<file path="config.mk">
export PLATFORM = sky130hd
export DESIGN_NAME = timer_capture_compare
export DESIGN_NICKNAME = d
export VERILOG_FILES = /design/src/design/timer_cc_pkg.sv /design/src/design/edge_source_sync.sv /design/src/design/timer_capture_compare.sv
export SDC_FILE = /design/constraint.sdc
export NUM_CORES = 1
export LEC_CHECK = 0
export ABC_AREA = 1
export BUFFER_PORTS_ARGS = -buffer_cell sky130_fd_sc_hd__buf_4
export CAP_MARGIN = 20
export CORE_UTILIZATION = 58
export DETAILED_ROUTE_END_ITERATION = 8
export PLACE_DENSITY_LB_ADDON = 0.15
export SLEW_MARGIN = 20
export SYNTH_ARGS = -nofsm -noshare
export SYNTH_HDL_FRONTEND = slang
export SYNTH_HIERARCHICAL = 1
export SYNTH_SLANG_ARGS = --single-unit
</file>
<file path="constraint.sdc">
create_clock -name clk -period 2.1 [get_ports clk]
set_input_delay 0.105 -clock clk [delete_from_list [all_inputs] [get_ports clk]]
set_output_delay 0.105 -clock clk [all_outputs]
set_load 0.01 [all_outputs]
</file>
<file path="src/design/timer_cc_pkg.sv">
// Package for the timer with capture/compare unit: register map, fields, modes.
// Assumes a 32-bit classic Wishbone slave with word-aligned registers.
package timer_cc_pkg;
    localparam int unsigned ADDR_W = 8;
    localparam logic [7:0] OFS_CONTROL    = 8'h00;
    localparam logic [7:0] OFS_COUNT_LOW  = 8'h04;
    localparam logic [7:0] OFS_COUNT_HIGH = 8'h08;
    localparam logic [7:0] OFS_CAP_LOW    = 8'h0C;
    localparam logic [7:0] OFS_CAP_HIGH   = 8'h10;
    localparam logic [7:0] OFS_CC_CONTROL = 8'h14;
    localparam logic [7:0] OFS_CC_SOURCE  = 8'h18;
    localparam logic [7:0] OFS_IRQ_REQ    = 8'h1C;
    localparam logic [7:0] OFS_IRQ_EN     = 8'h20;
    localparam logic [7:0] OFS_CLK_SEL    = 8'h24;
    localparam logic [7:0] OFS_OSC_EN     = 8'h28;
    localparam logic [7:0] OFS_IRQ_CTRL   = 8'h2C;
    localparam logic [7:0] OFS_STATUS     = 8'h30;

    // Counter control fields
    localparam int unsigned CTL_ON    = 0;
    localparam int unsigned CTL_ASYNC = 2;
    // Capture/compare control fields
    localparam int unsigned CCC_MODE_LSB = 0;
    localparam int unsigned CCC_EN       = 7;
    // Irq request / enable bit positions
    localparam int unsigned IRQ_OVF = 0;
    localparam int unsigned IRQ_CC  = 1;
    // Oscillator enable, global irq enable positions
    localparam int unsigned OSC_SEC = 3;
    localparam int unsigned GIE_BIT = 7;
    // Status bits
    localparam int unsigned ST_SLEEP = 0;
    localparam int unsigned ST_WAKE  = 1;
    localparam int unsigned ST_MATCH = 2;

    localparam logic [15:0] COUNT_MAX  = 16'hFFFF;
    localparam logic [15:0] COUNT_ZERO = 16'h0000;
    localparam logic [3:0]  PRESC_4    = 4'h3;
    localparam logic [3:0]  PRESC_16   = 4'hF;

    typedef enum logic [3:0] {
        MODE_OFF       = 4'b0000,
        MODE_CMP_TOG   = 4'b0010,
        MODE_CAP_ANY   = 4'b0011,
        MODE_CAP_FALL  = 4'b0100,
        MODE_CAP_RISE  = 4'b0101,
        MODE_CAP_RISE4 = 4'b0110,
        MODE_CAP_RISE16= 4'b0111,
        MODE_CMP_SET   = 4'b1000,
        MODE_CMP_SPEC  = 4'b1011
    } cc_mode_t;

    typedef enum logic [1:0] {
        CLKSEL_INSTR = 2'b00,
        CLKSEL_SYS   = 2'b01,
        CLKSEL_EXT   = 2'b10,
        CLKSEL_SEC   = 2'b11
    } clk_sel_t;

    typedef enum logic [1:0] {
        BUS_IDLE = 2'b00,
        BUS_ACK  = 2'b01
    } bus_state_t;

    localparam logic [1:0] INSTR_DIV = 2'h3;
endpackage : timer_cc_pkg

</file>
<file path="src/design/edge_source_sync.sv">
// Source selector and two-flop synchroniser for the capture event inputs.
// Assumes src_in bits are asynchronous to clk and src_sel is synchronous; output is one synchronised level.
`timescale 1ns/1ns
module edge_source_sync #(
    parameter int unsigned NSRC = 8
) (
    input  wire logic            clk,      // System clock
    input  wire logic            rst_n,    // Async reset, active low
    input  wire logic [NSRC-1:0] src_in,   // Raw event sources, bit 0 is the pin
    input  wire logic [2:0]      src_sel,  // Source select
    output logic                 sync_out  // Selected, synchronised level
);
    logic [NSRC-1:0] meta;
    logic [NSRC-1:0] stable;
    logic            next_sync_out;

    always_comb begin
        next_sync_out = stable[src_sel];
    end

    always_ff @(posedge clk or negedge rst_n) begin
        if (!rst_n) begin
            meta     <= '0;
            stable   <= '0;
            sync_out <= 1'b0;
        end else begin
            meta     <= src_in;
            stable   <= meta;
            sync_out <= next_sync_out;
        end
    end
endmodule : edge_source_sync

</file>
<file path="src/design/timer_capture_compare.sv">
// Timer with 16-bit counter, overflow flag, sleep wake and capture/compare unit.
// Assumes a classic Wishbone master on clk; external clocks arrive as async levels.
`timescale 1ns/1ns
module timer_capture_compare
    import timer_cc_pkg::*;
#(
    parameter int unsigned NSRC = 8
) (
    input  wire logic            clk,        // System clock, 125 MHz
    input  wire logic            rst_n,      // Async reset, active low
    input  wire logic            wb_cyc_i,   // Wishbone cycle
    input  wire logic            wb_stb_i,   // Wishbone strobe
    input  wire logic            wb_we_i,    // Wishbone write enable
    input  wire logic [ADDR_W-1:0] wb_adr_i, // Byte address
    input  wire logic [3:0]      wb_sel_i,   // Byte selects
    input  wire logic [31:0]     wb_dat_i,   // Write data
    output logic [31:0]          wb_dat_o,   // Read data
    output logic                 wb_ack_o,   // Acknowledge
    input  wire logic            cap_pin_in, // Capture pin level
    input  wire logic            cap_pin_out,// Port latch driving pin
    input  wire logic            cap_pin_oe, // Pin driven as output
    input  wire logic [NSRC-1:1] event_src,  // Internal event sources
    input  wire logic            ext_clk,    // External clock input
    input  wire logic            sec_clk,    // Secondary oscillator clock
    input  wire logic            sleep,      // Core in sleep
    output logic                 irq,        // Interrupt request to core
    output logic                 wake,       // Wake-up request
    output logic                 cmp_event   // Compare match pulse
);
    logic [7:0]  counter_control, capture_compare_control, capture_source_register;
    logic [7:0]  counter_clock_select, oscillator_enables, irq_control_zero;
    logic [7:0]  irq_enable_register;
    logic [15:0] count, capture_val, compare_val;
    logic        overflow_flag, capture_compare_flag;
    logic [3:0]  presc;
    logic        cap_prev, ext_prev, sec_prev;
    logic [1:0]  ext_meta, sec_meta;
    logic [1:0]  div;
    logic        cap_sync;
    bus_state_t  bus_state;

    logic [7:0]  next_counter_control, next_cc_control, next_cc_source, next_clk_sel;
    logic [7:0]  next_osc_en, next_irq_ctrl, next_irq_en;
    logic [15:0] next_count, next_capture_val;
    logic        next_overflow_flag, next_cc_flag;
    logic [3:0]  next_presc;
    logic [1:0]  next_div;
    logic [31:0] next_dat;
    logic        next_ack, next_irq, next_wake, next_cmp_event;
    bus_state_t  next_bus_state;

    logic        wr, rd_ok, tick, cap_edge, cap_evt, match, spec_clr, count_wr;
    logic        mode_wr;
    logic [NSRC-1:0] src_vec;
    cc_mode_t    mode;

    function automatic logic [7:0] merge8(input logic [7:0] old, input logic [31:0] d, input logic s);
        merge8 = s ? d[7:0] : old;
    endfunction : merge8

    // pin level seen whether driven from port or from outside
    assign src_vec = {event_src, cap_pin_oe ? cap_pin_out : cap_pin_in};

    edge_source_sync #(.NSRC(NSRC)) u_sync (
        .clk      (clk),
        .rst_n    (rst_n),
        .src_in   (src_vec),
        .src_sel  (capture_source_register[2:0]),
        .sync_out (cap_sync)
    );

    assign mode     = cc_mode_t'(capture_compare_control[CCC_MODE_LSB +: 4]);
    assign wr       = wb_cyc_i && wb_stb_i && wb_we_i && (bus_state == BUS_IDLE);
    assign count_wr = wr && wb_sel_i[0] && (wb_adr_i == OFS_COUNT_LOW || wb_adr_i == OFS_COUNT_HIGH);
    assign mode_wr  = wr && wb_sel_i[0] && (wb_adr_i == OFS_CC_CONTROL);

    // Count tick from selected source
    always_comb begin
        case (clk_sel_t'(counter_clock_select[1:0]))
            CLKSEL_INSTR: tick = (div == INSTR_DIV);
            CLKSEL_SYS:   tick = 1'b1;
            CLKSEL_EXT:   tick = ext_meta[1] && !ext_prev;
            default:      tick = sec_meta[1] && !sec_prev && oscillator_enables[OSC_SEC];
        endcase
        // in sleep only async external/secondary counting survives
        if (sleep && !(counter_control[CTL_ASYNC] &&
                       counter_clock_select[1])) begin
            tick = 1'b0;
        end
        if (!counter_control[CTL_ON]) begin
            tick = 1'b0;
        end
    end

    // Capture edge qualification
    always_comb begin
        cap_edge = 1'b0;
        cap_evt  = 1'b0;
        next_presc = presc;
        if (capture_compare_control[CCC_EN]) begin
            case (mode)
                MODE_CAP_FALL:  cap_evt = cap_prev && !cap_sync;
                MODE_CAP_RISE:  cap_evt = !cap_prev && cap_sync;
                MODE_CAP_ANY:   cap_evt = cap_prev != cap_sync;
                MODE_CAP_RISE4, MODE_CAP_RISE16: begin
                    cap_edge = !cap_prev && cap_sync;
                    if (cap_edge) begin
                        next_presc = presc + 4'h1;
                        cap_evt = (presc == ((mode == MODE_CAP_RISE4) ? PRESC_4 : PRESC_16));
                        if (cap_evt) next_presc = 4'h0;
                    end
                end
                default: cap_evt = 1'b0;
            endcase
        end
        if (mode_wr) begin
            next_presc = 4'h0;
        end
    end

    assign match    = capture_compare_control[CCC_EN] && mode[3] && (count == compare_val);
    assign spec_clr = match && (mode == MODE_CMP_SPEC) && tick;

    // Counter, flags, capture
    always_comb begin
        next_count         = count;
        next_overflow_flag = overflow_flag;
        next_cc_flag       = capture_compare_flag;
        next_capture_val   = capture_val;
        next_cmp_event     = match && tick;
        // Software writes first, so hardware sets below win
        if (wr && wb_sel_i[0] && wb_adr_i == OFS_IRQ_REQ) begin
            next_overflow_flag = wb_dat_i[IRQ_OVF];
            next_cc_flag       = wb_dat_i[IRQ_CC];
        end
        if (spec_clr) begin
            next_count = COUNT_ZERO;
        end else if (tick) begin
            next_count = count + 16'h0001;
            if (count == COUNT_MAX) begin
                next_overflow_flag = 1'b1;
            end
        end
        if (count_wr) begin
            if (wb_adr_i == OFS_COUNT_LOW) next_count[7:0] = wb_dat_i[7:0];
            else next_count[15:8] = wb_dat_i[7:0];
        end
        if (cap_evt) begin
            next_capture_val = count;
            next_cc_flag     = 1'b1;
        end
        // Bus write to the value register wins over a capture
        if (wr && wb_sel_i[0]) begin
            if (wb_adr_i == OFS_CAP_LOW) begin
                next_capture_val[7:0] = wb_dat_i[7:0];
            end else if (wb_adr_i == OFS_CAP_HIGH) begin
                next_capture_val[15:8] = wb_dat_i[7:0];
            end
        end
        if (match && tick && mode[3]) begin
            next_cc_flag = 1'b1;
        end
        next_div = (sleep) ? div : div + 2'h1;
        next_irq  = irq_control_zero[GIE_BIT] && counter_control[CTL_ON] &&
                    ((next_overflow_flag && irq_enable_register[IRQ_OVF]) ||
                     (next_cc_flag && irq_enable_register[IRQ_CC]));
        next_wake = sleep && next_overflow_flag && irq_enable_register[IRQ_OVF] &&
                    counter_control[CTL_ON];
    end

    // Register bus
    always_comb begin
        next_counter_control = counter_control;
        next_cc_control      = capture_compare_control;
        next_cc_source       = capture_source_register;
        next_clk_sel         = counter_clock_select;
        next_osc_en          = oscillator_enables;
        next_irq_ctrl        = irq_control_zero;
        next_irq_en          = irq_enable_register;
        next_bus_state       = BUS_IDLE;
        next_ack             = 1'b0;
        next_dat             = wb_dat_o;
        rd_ok                = wb_cyc_i && wb_stb_i && (bus_state == BUS_IDLE);
        if (rd_ok) begin
            next_bus_state = BUS_ACK;
            next_ack       = 1'b1;
            next_dat       = 32'h0000_0000;
            if (wb_adr_i == OFS_CONTROL) next_dat[7:0] = counter_control;
            else if (wb_adr_i == OFS_COUNT_LOW)  next_dat[7:0] = count[7:0];
            else if (wb_adr_i == OFS_COUNT_HIGH) next_dat[7:0] = count[15:8];
            else if (wb_adr_i == OFS_CAP_LOW)    next_dat[7:0] = capture_val[7:0];
            else if (wb_adr_i == OFS_CAP_HIGH)   next_dat[7:0] = capture_val[15:8];
            else if (wb_adr_i == OFS_CC_CONTROL) next_dat[7:0] = capture_compare_control;
            else if (wb_adr_i == OFS_CC_SOURCE)  next_dat[7:0] = capture_source_register;
            else if (wb_adr_i == OFS_IRQ_REQ)    next_dat[1:0] = {capture_compare_flag, overflow_flag};
            else if (wb_adr_i == OFS_IRQ_EN)     next_dat[7:0] = irq_enable_register;
            else if (wb_adr_i == OFS_CLK_SEL)    next_dat[7:0] = counter_clock_select;
            else if (wb_adr_i == OFS_OSC_EN)     next_dat[7:0] = oscillator_enables;
            else if (wb_adr_i == OFS_IRQ_CTRL)   next_dat[7:0] = irq_control_zero;
            else if (wb_adr_i == OFS_STATUS)     next_dat[2:0] = {match, wake, sleep};
        end
        if (wr) begin
            if (wb_adr_i == OFS_CONTROL)
                next_counter_control = merge8(counter_control, wb_dat_i, wb_sel_i[0]);
            else if (wb_adr_i == OFS_CC_CONTROL)
                next_cc_control = merge8(capture_compare_control, wb_dat_i, wb_sel_i[0]);
            else if (wb_adr_i == OFS_CC_SOURCE)
                next_cc_source = merge8(capture_source_register, wb_dat_i, wb_sel_i[0]);
            else if (wb_adr_i == OFS_IRQ_EN)
                next_irq_en = merge8(irq_enable_register, wb_dat_i, wb_sel_i[0]);
            else if (wb_adr_i == OFS_CLK_SEL)
                next_clk_sel = merge8(counter_clock_select, wb_dat_i, wb_sel_i[0]);
            else if (wb_adr_i == OFS_OSC_EN)
                next_osc_en = merge8(oscillator_enables, wb_dat_i, wb_sel_i[0]);
            else if (wb_adr_i == OFS_IRQ_CTRL)
                next_irq_ctrl = merge8(irq_control_zero, wb_dat_i, wb_sel_i[0]);
        end
    end

    // Compare value shares the capture register pair
    assign compare_val = capture_val;

    always_ff @(posedge clk or negedge rst_n) begin
        if (!rst_n) begin
            counter_control         <= 8'h00;
            capture_compare_control <= 8'h00;
            capture_source_register <= 8'h00;
            counter_clock_select    <= 8'h00;
            oscillator_enables      <= 8'h00;
            irq_control_zero        <= 8'h00;
            irq_enable_register     <= 8'h00;
            count                   <= COUNT_ZERO;
            capture_val             <= COUNT_ZERO;
            overflow_flag           <= 1'b0;
            capture_compare_flag    <= 1'b0;
            presc                   <= 4'h0;
            cap_prev                <= 1'b0;
            ext_meta                <= 2'b00;
            sec_meta                <= 2'b00;
            ext_prev                <= 1'b0;
            sec_prev                <= 1'b0;
            div                     <= 2'h0;
            bus_state               <= BUS_IDLE;
            wb_ack_o                <= 1'b0;
            wb_dat_o                <= 32'h0000_0000;
            irq                     <= 1'b0;
            wake                    <= 1'b0;
            cmp_event               <= 1'b0;
        end else begin
            counter_control         <= next_counter_control;
            capture_compare_control <= next_cc_control;
            capture_source_register <= next_cc_source;
            counter_clock_select    <= next_clk_sel;
            oscillator_enables      <= next_osc_en;
            irq_control_zero        <= next_irq_ctrl;
            irq_enable_register     <= next_irq_en;
            count                   <= next_count;
            capture_val             <= next_capture_val;
            overflow_flag           <= next_overflow_flag;
            capture_compare_flag    <= next_cc_flag;
            presc                   <= next_presc;
            cap_prev                <= cap_sync;
            ext_meta                <= {ext_meta[0], ext_clk};
            sec_meta                <= {sec_meta[0], sec_clk};
            ext_prev                <= ext_meta[1];
            sec_prev                <= sec_meta[1];
            div                     <= next_div;
            bus_state               <= next_bus_state;
            wb_ack_o                <= next_ack;
            wb_dat_o                <= next_dat;
            irq                     <= next_irq;
            wake                    <= next_wake;
            cmp_event               <= next_cmp_event;
        end
    end
endmodule : timer_capture_compare

</file>
==> flow_summary_export.csv, run 1 <==
group,metric,value,unit
synth,synthMostInstantiatedCell,"nand2_1",
synth,synth_top_area_share,47.29,%
routing,wl_met3,1.757,mm
pwr,ir_drop,729.9,uV
worst_setup_path,cp_data_arrival_time,2.27,ns
pwr,power.total,0.005972,W
timing,relSlewSlack,54.42,%
clocking,cts_root_buf,"clkbuf_16",
timing,rsz0062_at_grt,"yes",
worst_setup_path,critPathLaunchType,"register",
grt,grt_overflow,0,
min_path,hold_depth,4,
final_layout,design_area,8453,um2
min_path,min_path_type,"input pin to register",
timing,slew_violations,0,
pwr,leakagePower,4.302,nW
floorplan,initial_core_util,60.39,%
status,status,"finished, violations left",
clocking,cts_tree,"yes",
clocking,clock_latency,0.42,ns
routing,wl_per_cell,18.75,um
synth,synth_edf_count,0,
timing,finalSetupTns,0,ns
final_layout,area_growth,21.03,%
pwr,power_density,706.5,nW/um2
synth,synthTopCellsByCount,"262 x nand2_1, 132 x dfrtp_1, 96 x inv_1, 73 x o21ai_0, 62 x nor2_1",
routing,drtAntennaViolNets,0,
floorplan,die-area,12480,um2
worst_setup_path,worst-r2r-setup-slack,0.09,ns
floorplan,dieHeight,111.7,um
place,gp_congestion,1.032,
floorplan,rows,39,
clocking,cts.path.max_buffers,2,
routing,dr_wl_met2,10.62,mm
routing,vias_per_cell,5.800,
worst_setup_path,worst-setup-path-type,"register to register",
routing,drtPass1Iterations,8,
synth,synth.distinct_cells,44,
synth,seq_area_frac_synth,47.29,%
final_layout,nets,1068,
clocking,cts.clk_slew.worst_paths,0.06,ns
place,place_area,7619,um2
grt,grt_max_degree,88,
floorplan,dieWidth,111.7,um
place,dp_hpwl,14.92,mm
synth,avgSynthCellArea,7.804,um2
grt,grt_usage,36.25,%
worst_setup_path,cp.required,2.37,ns
synth,synthArstFlopShare,100.0,%
final_layout,drive_gt1_share,16.47,%
clocking,cts.sinks,132,
status,failed_checks,"DRC",
clocking,numCtsBuffers,17,
grt,antenna_found_initial,0,
synth,synth_top_area_cell,"dfrtp_1",
synth,syn_area,6984,um2
synth,ys.flop_type,"dfrtp_1",
worst_setup_path,cp_max_fo,8,
worst_setup_path,cpMaxStageDelayCell,"dfrtp_1",
timing,finalCriticalPeriod,2.009,ns
routing,totalWireLength,21.71,mm
worst_setup_path,cpPeakStageDelay,0.40,ns
floorplan,pin_count,98,
timing,worst_slew_pin_slew,0.6829,ns
final_layout,fillers,889,
timing,post-route-period-util,95.67,%
worst_setup_path,r2r_start,"capture_val[6]",
worst_setup_path,path_cells,"xnor2_1 > buf_4 > nand2_1 > nor2_1 > nand4_1 > o21a_2 > nand2_1 > o21ai_0",
routing,drt_iter0_drc,702,
final_layout,utilization,73.09,%
timing,fin_skew,0.007157,ns
synth,yosys_warnings,6,
synth,synthTopCellsByArea,"dfrtp_1 47%, nand2_1 14%, o21ai_0 5.2%, inv_1 5.2%, nor2_1 3.3%",
routing,drcViolationCount,10,
worst_setup_path,cp-end-kind,"register",
min_path,hold_path_startpoint,"wb_stb_i",
timing,setup_viol,0,
routing,top_layer,"met4",
place,io_buffer_count,46,
timing,fmax,0.4977,GHz
timing,final-hold-violation-count,0,
worst_setup_path,r2r_end,"count[12]",
routing,via_count,6716,
routing,met1Wirelength,8.414,mm
floorplan,core_region_area,11560,um2
grt,grt_pass1_vias,6474,
worst_setup_path,cp_common_cell,"nand2_1",
run,maxCapViolCount,0,
clocking,htreeDepth,4,
min_path,hold_path_end,"bus_state[0]",
synth,synth_seq_cells,132,
synth,synth_cells,895,
grt,grt_pass1_wl,33.89,mm
worst_setup_path,r2r_cells,8,
-- state kept, by name, summed over array words and instances, names as in the netlist, 2 cells and up --
name	count
capture_compare_control	8
irq_control_zero	8
div	2
sec_meta	2
ext_meta	2
counter_clock_select	8
u_sync/stable	8
counter_control	8
irq_enable_register	8
u_sync/meta	8
count	16
presc	4
capture_source_register	8
oscillator_enables	8
capture_val	16
wb_dat_o	8
-- cell type report --
cell class                      instances  area [um2]  area share (%)
Multi-Input combinational cell        634        3117           36.87
Clock buffer                           19       442.9           5.240
Timing Repair Buffer                  107       880.8           10.42
Tap cell                              143       178.9           2.117
Sequential cell                       132        3307           39.12
Clock inverter                         13       113.9           1.347
Inverter                              109       410.4           4.855
Antenna cell                            1       2.502         0.02960
-- worst max-delay path: cells and delay by family, from the launching register on --
kind | cells | cell delay [ns]
buf+inv | 1 | 0.18
compound gates | 2 | 0.40
simple gates | 4 | 0.55
xor+xnor | 1 | 0.33
flops | 1 | 0.40
-- kinds of logic (layout without fill, tap and decap cells) --
group           count (synthesis)  after routing  share of synthesized area [%]
simple gates                  435            435                          27.75
compound gates                154            154                          12.11
buf+inv                       152            248                          9.853
flops                         132            132                          47.29
xor+xnor                       15             15                          1.881
fa+ha+maj                       5              5                         0.8957
other cells                     1             25                        0.05369
mux                             1              1                         0.1612
-- stage by stage --
| stage | hold WS, ns | std cells | setup slack, ns |
|---|---|---|---|
| after floorplan | -0.1906 | 918 | 0.3846 |
| after global placement | 0.03225 | 1101 | 0.01248 |
| after detailed placement | 0.03759 | 1101 | -0.09447 |
| after CTS | 0.1217 | 1154 | 0.04421 |
| after global routing | 0.1423 | 1157 | -0.05792 |
| final | 0.1307 | 1158 | 0.09087 |
-- per-layer routing --
| metal | track usage, % | vias up |
|---|---|---|
| met5 | 0 | - |
| met3 | 7.240 | 69 |
| li1 | - | 3084 |
| met1 | 44.70 | 3204 |
| met4 | 18.65 | 0 |
| met2 | 60.62 | 359 |
-- worst max-delay path by stage --
stage | from | to
CTS | cap_prev | capture_val[8]
finish | capture_val[6] | count[12]
floorplan | bus_state[0] | irq_control_zero[0]
detailed placement | cap_prev | capture_val[8]
global placement | cap_prev | capture_val[8]
global route | count[4] | wake
-- cell usage in the layout, fill, tap and decap left out, types with 6 or more instances in the layout --
cell and instances:
nor2_1 59, dlygate4sd3_1 21, nor3_2 7, conb_1 24, a21oi_1 40, buf_4 84, inv_1 96, nor2_2 8
nand3_1 38, dfrtp_1 129, o21ai_1 11, a31oi_1 9, nor2_4 6, o21ai_0 73, xor2_1 12, nand2_1 262
clkbuf_16 17, inv_2 8, nand4_1 29, nor3_1 7, inv_6 6
-- where the power goes --
part | total [W] | internal [W] | switching (W)
combinational | 0.000481 | 0.000179 | 0.000302
sequential | 0.00267 | 0.00261 | 0.0000519
clock | 0.00282 | 0.00158 | 0.00124
-- what timing repair did --
item	4_1_cts	5_1_grt
resized for setup	1	12
buffers inserted	0	3
hold endpoints to repair	45	0
endpoints found under the setup margin	4	33
pin swaps	0	1
hold buffers	21	0
(Power assumes the default switching activity.)
==> run 2: changes to the inputs <==
--- a/config.mk
+++ b/config.mk
@@ -13,2 +13,3 @@
 export PLACE_DENSITY_LB_ADDON = 0.15
+export RECOVER_POWER = 50
 export SLEW_MARGIN = 20
==> constraint.sdc (replaced) <==
create_clock -name clk -period 2.1 [get_ports clk]
set_input_delay 0.21 -clock clk [delete_from_list [all_inputs] [get_ports clk]]
set_output_delay 0.21 -clock clk [all_outputs]
set_load 0.01 [all_outputs]
==> flow_summary_export.csv, run 2 (same netlist as run 1, synthesis figures left out) <==
group,metric,value,unit
status,status,"finished, violations left",
status,failed_checks,"DRC",
place,dp_hpwl,14.85,mm
place,pre_cts_ws,-0.08673,ns
routing,drcViolationCount,8,
routing,drtPass1Iterations,9,
pwr,leakagePower,4.361,nW
min_path,hold_path_startpoint,"wb_dat_i[1]",
min_path,min_path_type,"input pin to register",
final_layout,reg_top3,"capture_val: 16 flops, count: 16 flops",
floorplan,die-area,12480,um2
grt,grt_usage,37.25,%
worst_setup_path,cp_data_arrival_time,2.39,ns
floorplan,dieWidth,111.7,um
final_layout,final_cell_mix,"262 x nand2_1, 128 x dfrtp_1, 95 x inv_1",
timing,worst_slew_pin_slew,1.235,ns
routing,drtAntennaViolNets,0,
final_layout,drive_gt1_share,18.61,%
timing,slew_violations,0,
clocking,cts.path.max_buffers,2,
timing,post-route-period-util,96.94,%
timing,finalSetupTns,0,ns
worst_setup_path,cp_max_fo,5,
timing,finalCriticalPeriod,2.036,ns
clocking,clock_latency,0.43,ns
timing,fin_skew,0.01200,ns
worst_setup_path,setup.worst_path.start,"count[1]",
final_layout,final_common_cell,"nand2_1",
routing,wl_per_cell,18.85,um
final_layout,nets,1076,
worst_setup_path,cp-end-kind,"register",
clocking,cts_tree,"yes",
place,io_buffer_count,46,
clocking,cts_root_buf,"clkbuf_16",
clocking,numCtsBuffers,17,
routing,drt_iter0_drc,720,
grt,grt_overflow,0,
min_path,hold_depth,3,
worst_setup_path,r2r_end,"irq",
floorplan,rows,39,
timing,relSlewSlack,17.68,%
floorplan,initial_core_util,60.39,%
timing,fmax,0.4912,GHz
timing,worst_slack,0.06430,ns
grt,grt_pass1_wl,34.73,mm
routing,totalWireLength,21.96,mm
worst_setup_path,r2r_cells,11,
grt,antenna_found_initial,1,
floorplan,core_region_area,11560,um2
min_path,hold_path_end,"capture_compare_control[1]",
clocking,htreeDepth,4,
timing,final-hold-violation-count,0,
floorplan,dieHeight,111.7,um
run,maxCapViolCount,0,
worst_setup_path,critPathLaunchType,"register",
routing,via_count,6776,
clocking,cts.clk_slew.worst_paths,0.06,ns
final_layout,area_growth,22.30,%
grt,grt_max_degree,133,
clocking,cts.sinks,132,
worst_setup_path,cp.required,2.46,ns
pwr,power_density,720.4,nW/um2
place,gp_congestion,0.9679,
timing,setup_viol,0,
worst_setup_path,r2r_start,"count[1]",
floorplan,pin_count,98,
worst_setup_path,worst-r2r-setup-slack,0.06,ns
grt,grt_pass1_vias,6662,
pwr,ir_drop,767.9,uV
routing,vias_per_cell,5.816,
worst_setup_path,worst-setup-path-type,"register to register",
-- run 2: cell count changes in the layout (fill, tap and decap cells not counted), moves of 2 or more --
cell	change
nor2_1	-2
clkbuf_4	+11
dlygate4sd3_1	-10
bufinv_16	+2
buf_4	+6
inv_8	-2
nor2_2	+2
-- run 2: how the worst max path moves through the flow --
stage | endpoint | slack [ns]
3_5_place_dp | capture_val[8] | -0.09
6_report | irq | 0.06
4_1_cts | irq | 0.04
5_1_grt | count[14] | -0.04
2_1_floorplan | irq_control_zero[0] | 0.38
3_3_place_gp | capture_val[8] | -0.03
-- run 2: per-stage QoR --
step | hold slack, ns | util (%) | instance area, um2 | total power (W) | std cells
after floorplan | -0.08559 | - | 7071 | 0.002944 | 918
after global placement | 0.3196 | 66.59 | 7701 | 0.003135 | 1112
after detailed placement | 0.3203 | 66.59 | 7701 | 0.003152 | 1112
after CTS | 0.02719 | 72.75 | 8413 | 0.006155 | 1154
after global routing | 0.02388 | 73.84 | 8539 | 0.006317 | 1164
final | 0.02926 | 73.86 | 8542 | 0.006154 | 1165
-- run 2: critical path, cell delays in order (launching register included) --
cell and delay [ns]:
dfrtp_2 0.42, ha_1 0.20, nand3_1 0.09, nor3_1 0.21
nand2_1 0.17, inv_1 0.11, nand2_1 0.10, nor3_2 0.21
a21boi_1 0.10, nand2_1 0.10, nand3_2 0.11, a21oi_2 0.14
-- run 2: what timing repair did --
action / 4_1_cts / 5_1_grt
buffers inserted: 0 / 10
resized for setup: 2 / 19
pin swaps: 0 / 2
endpoints found under the setup margin: 5 / 30
endpoints found under the hold margin: 142 / 0
hold buffers: 11 / 0
-- run 2: area by class of cell --
type | instances | area [um2]
fill | 844 | 3023
multi-input combinational | 634 | 3143
antenna | 1 | 2.502
timing repair buffer | 115 | 903.4
tap | 143 | 178.9
clock buffer | 17 | 425.4
clock inverter | 14 | 170.2
sequential | 132 | 3308
inverter | 109 | 410.4
-- run 2: metal layers --
metal / part of all wire [%] / up-vias / track usage (%)
li1: - / 3104 / -
met1: 39 / 3209 / 45.23
met2: 48 / 367 / 60.17
met3: 7.8 / 96 / 8.819
met4: 5.5 / 0 / 23.33
met5: 0 / - / 0
-- run 2: where the power goes --
group / internal [W] / switching (W)
registers: 0.00262 / 0.0000544
clock network: 0.00178 / 0.00124
logic: 0.000170 / 0.000301
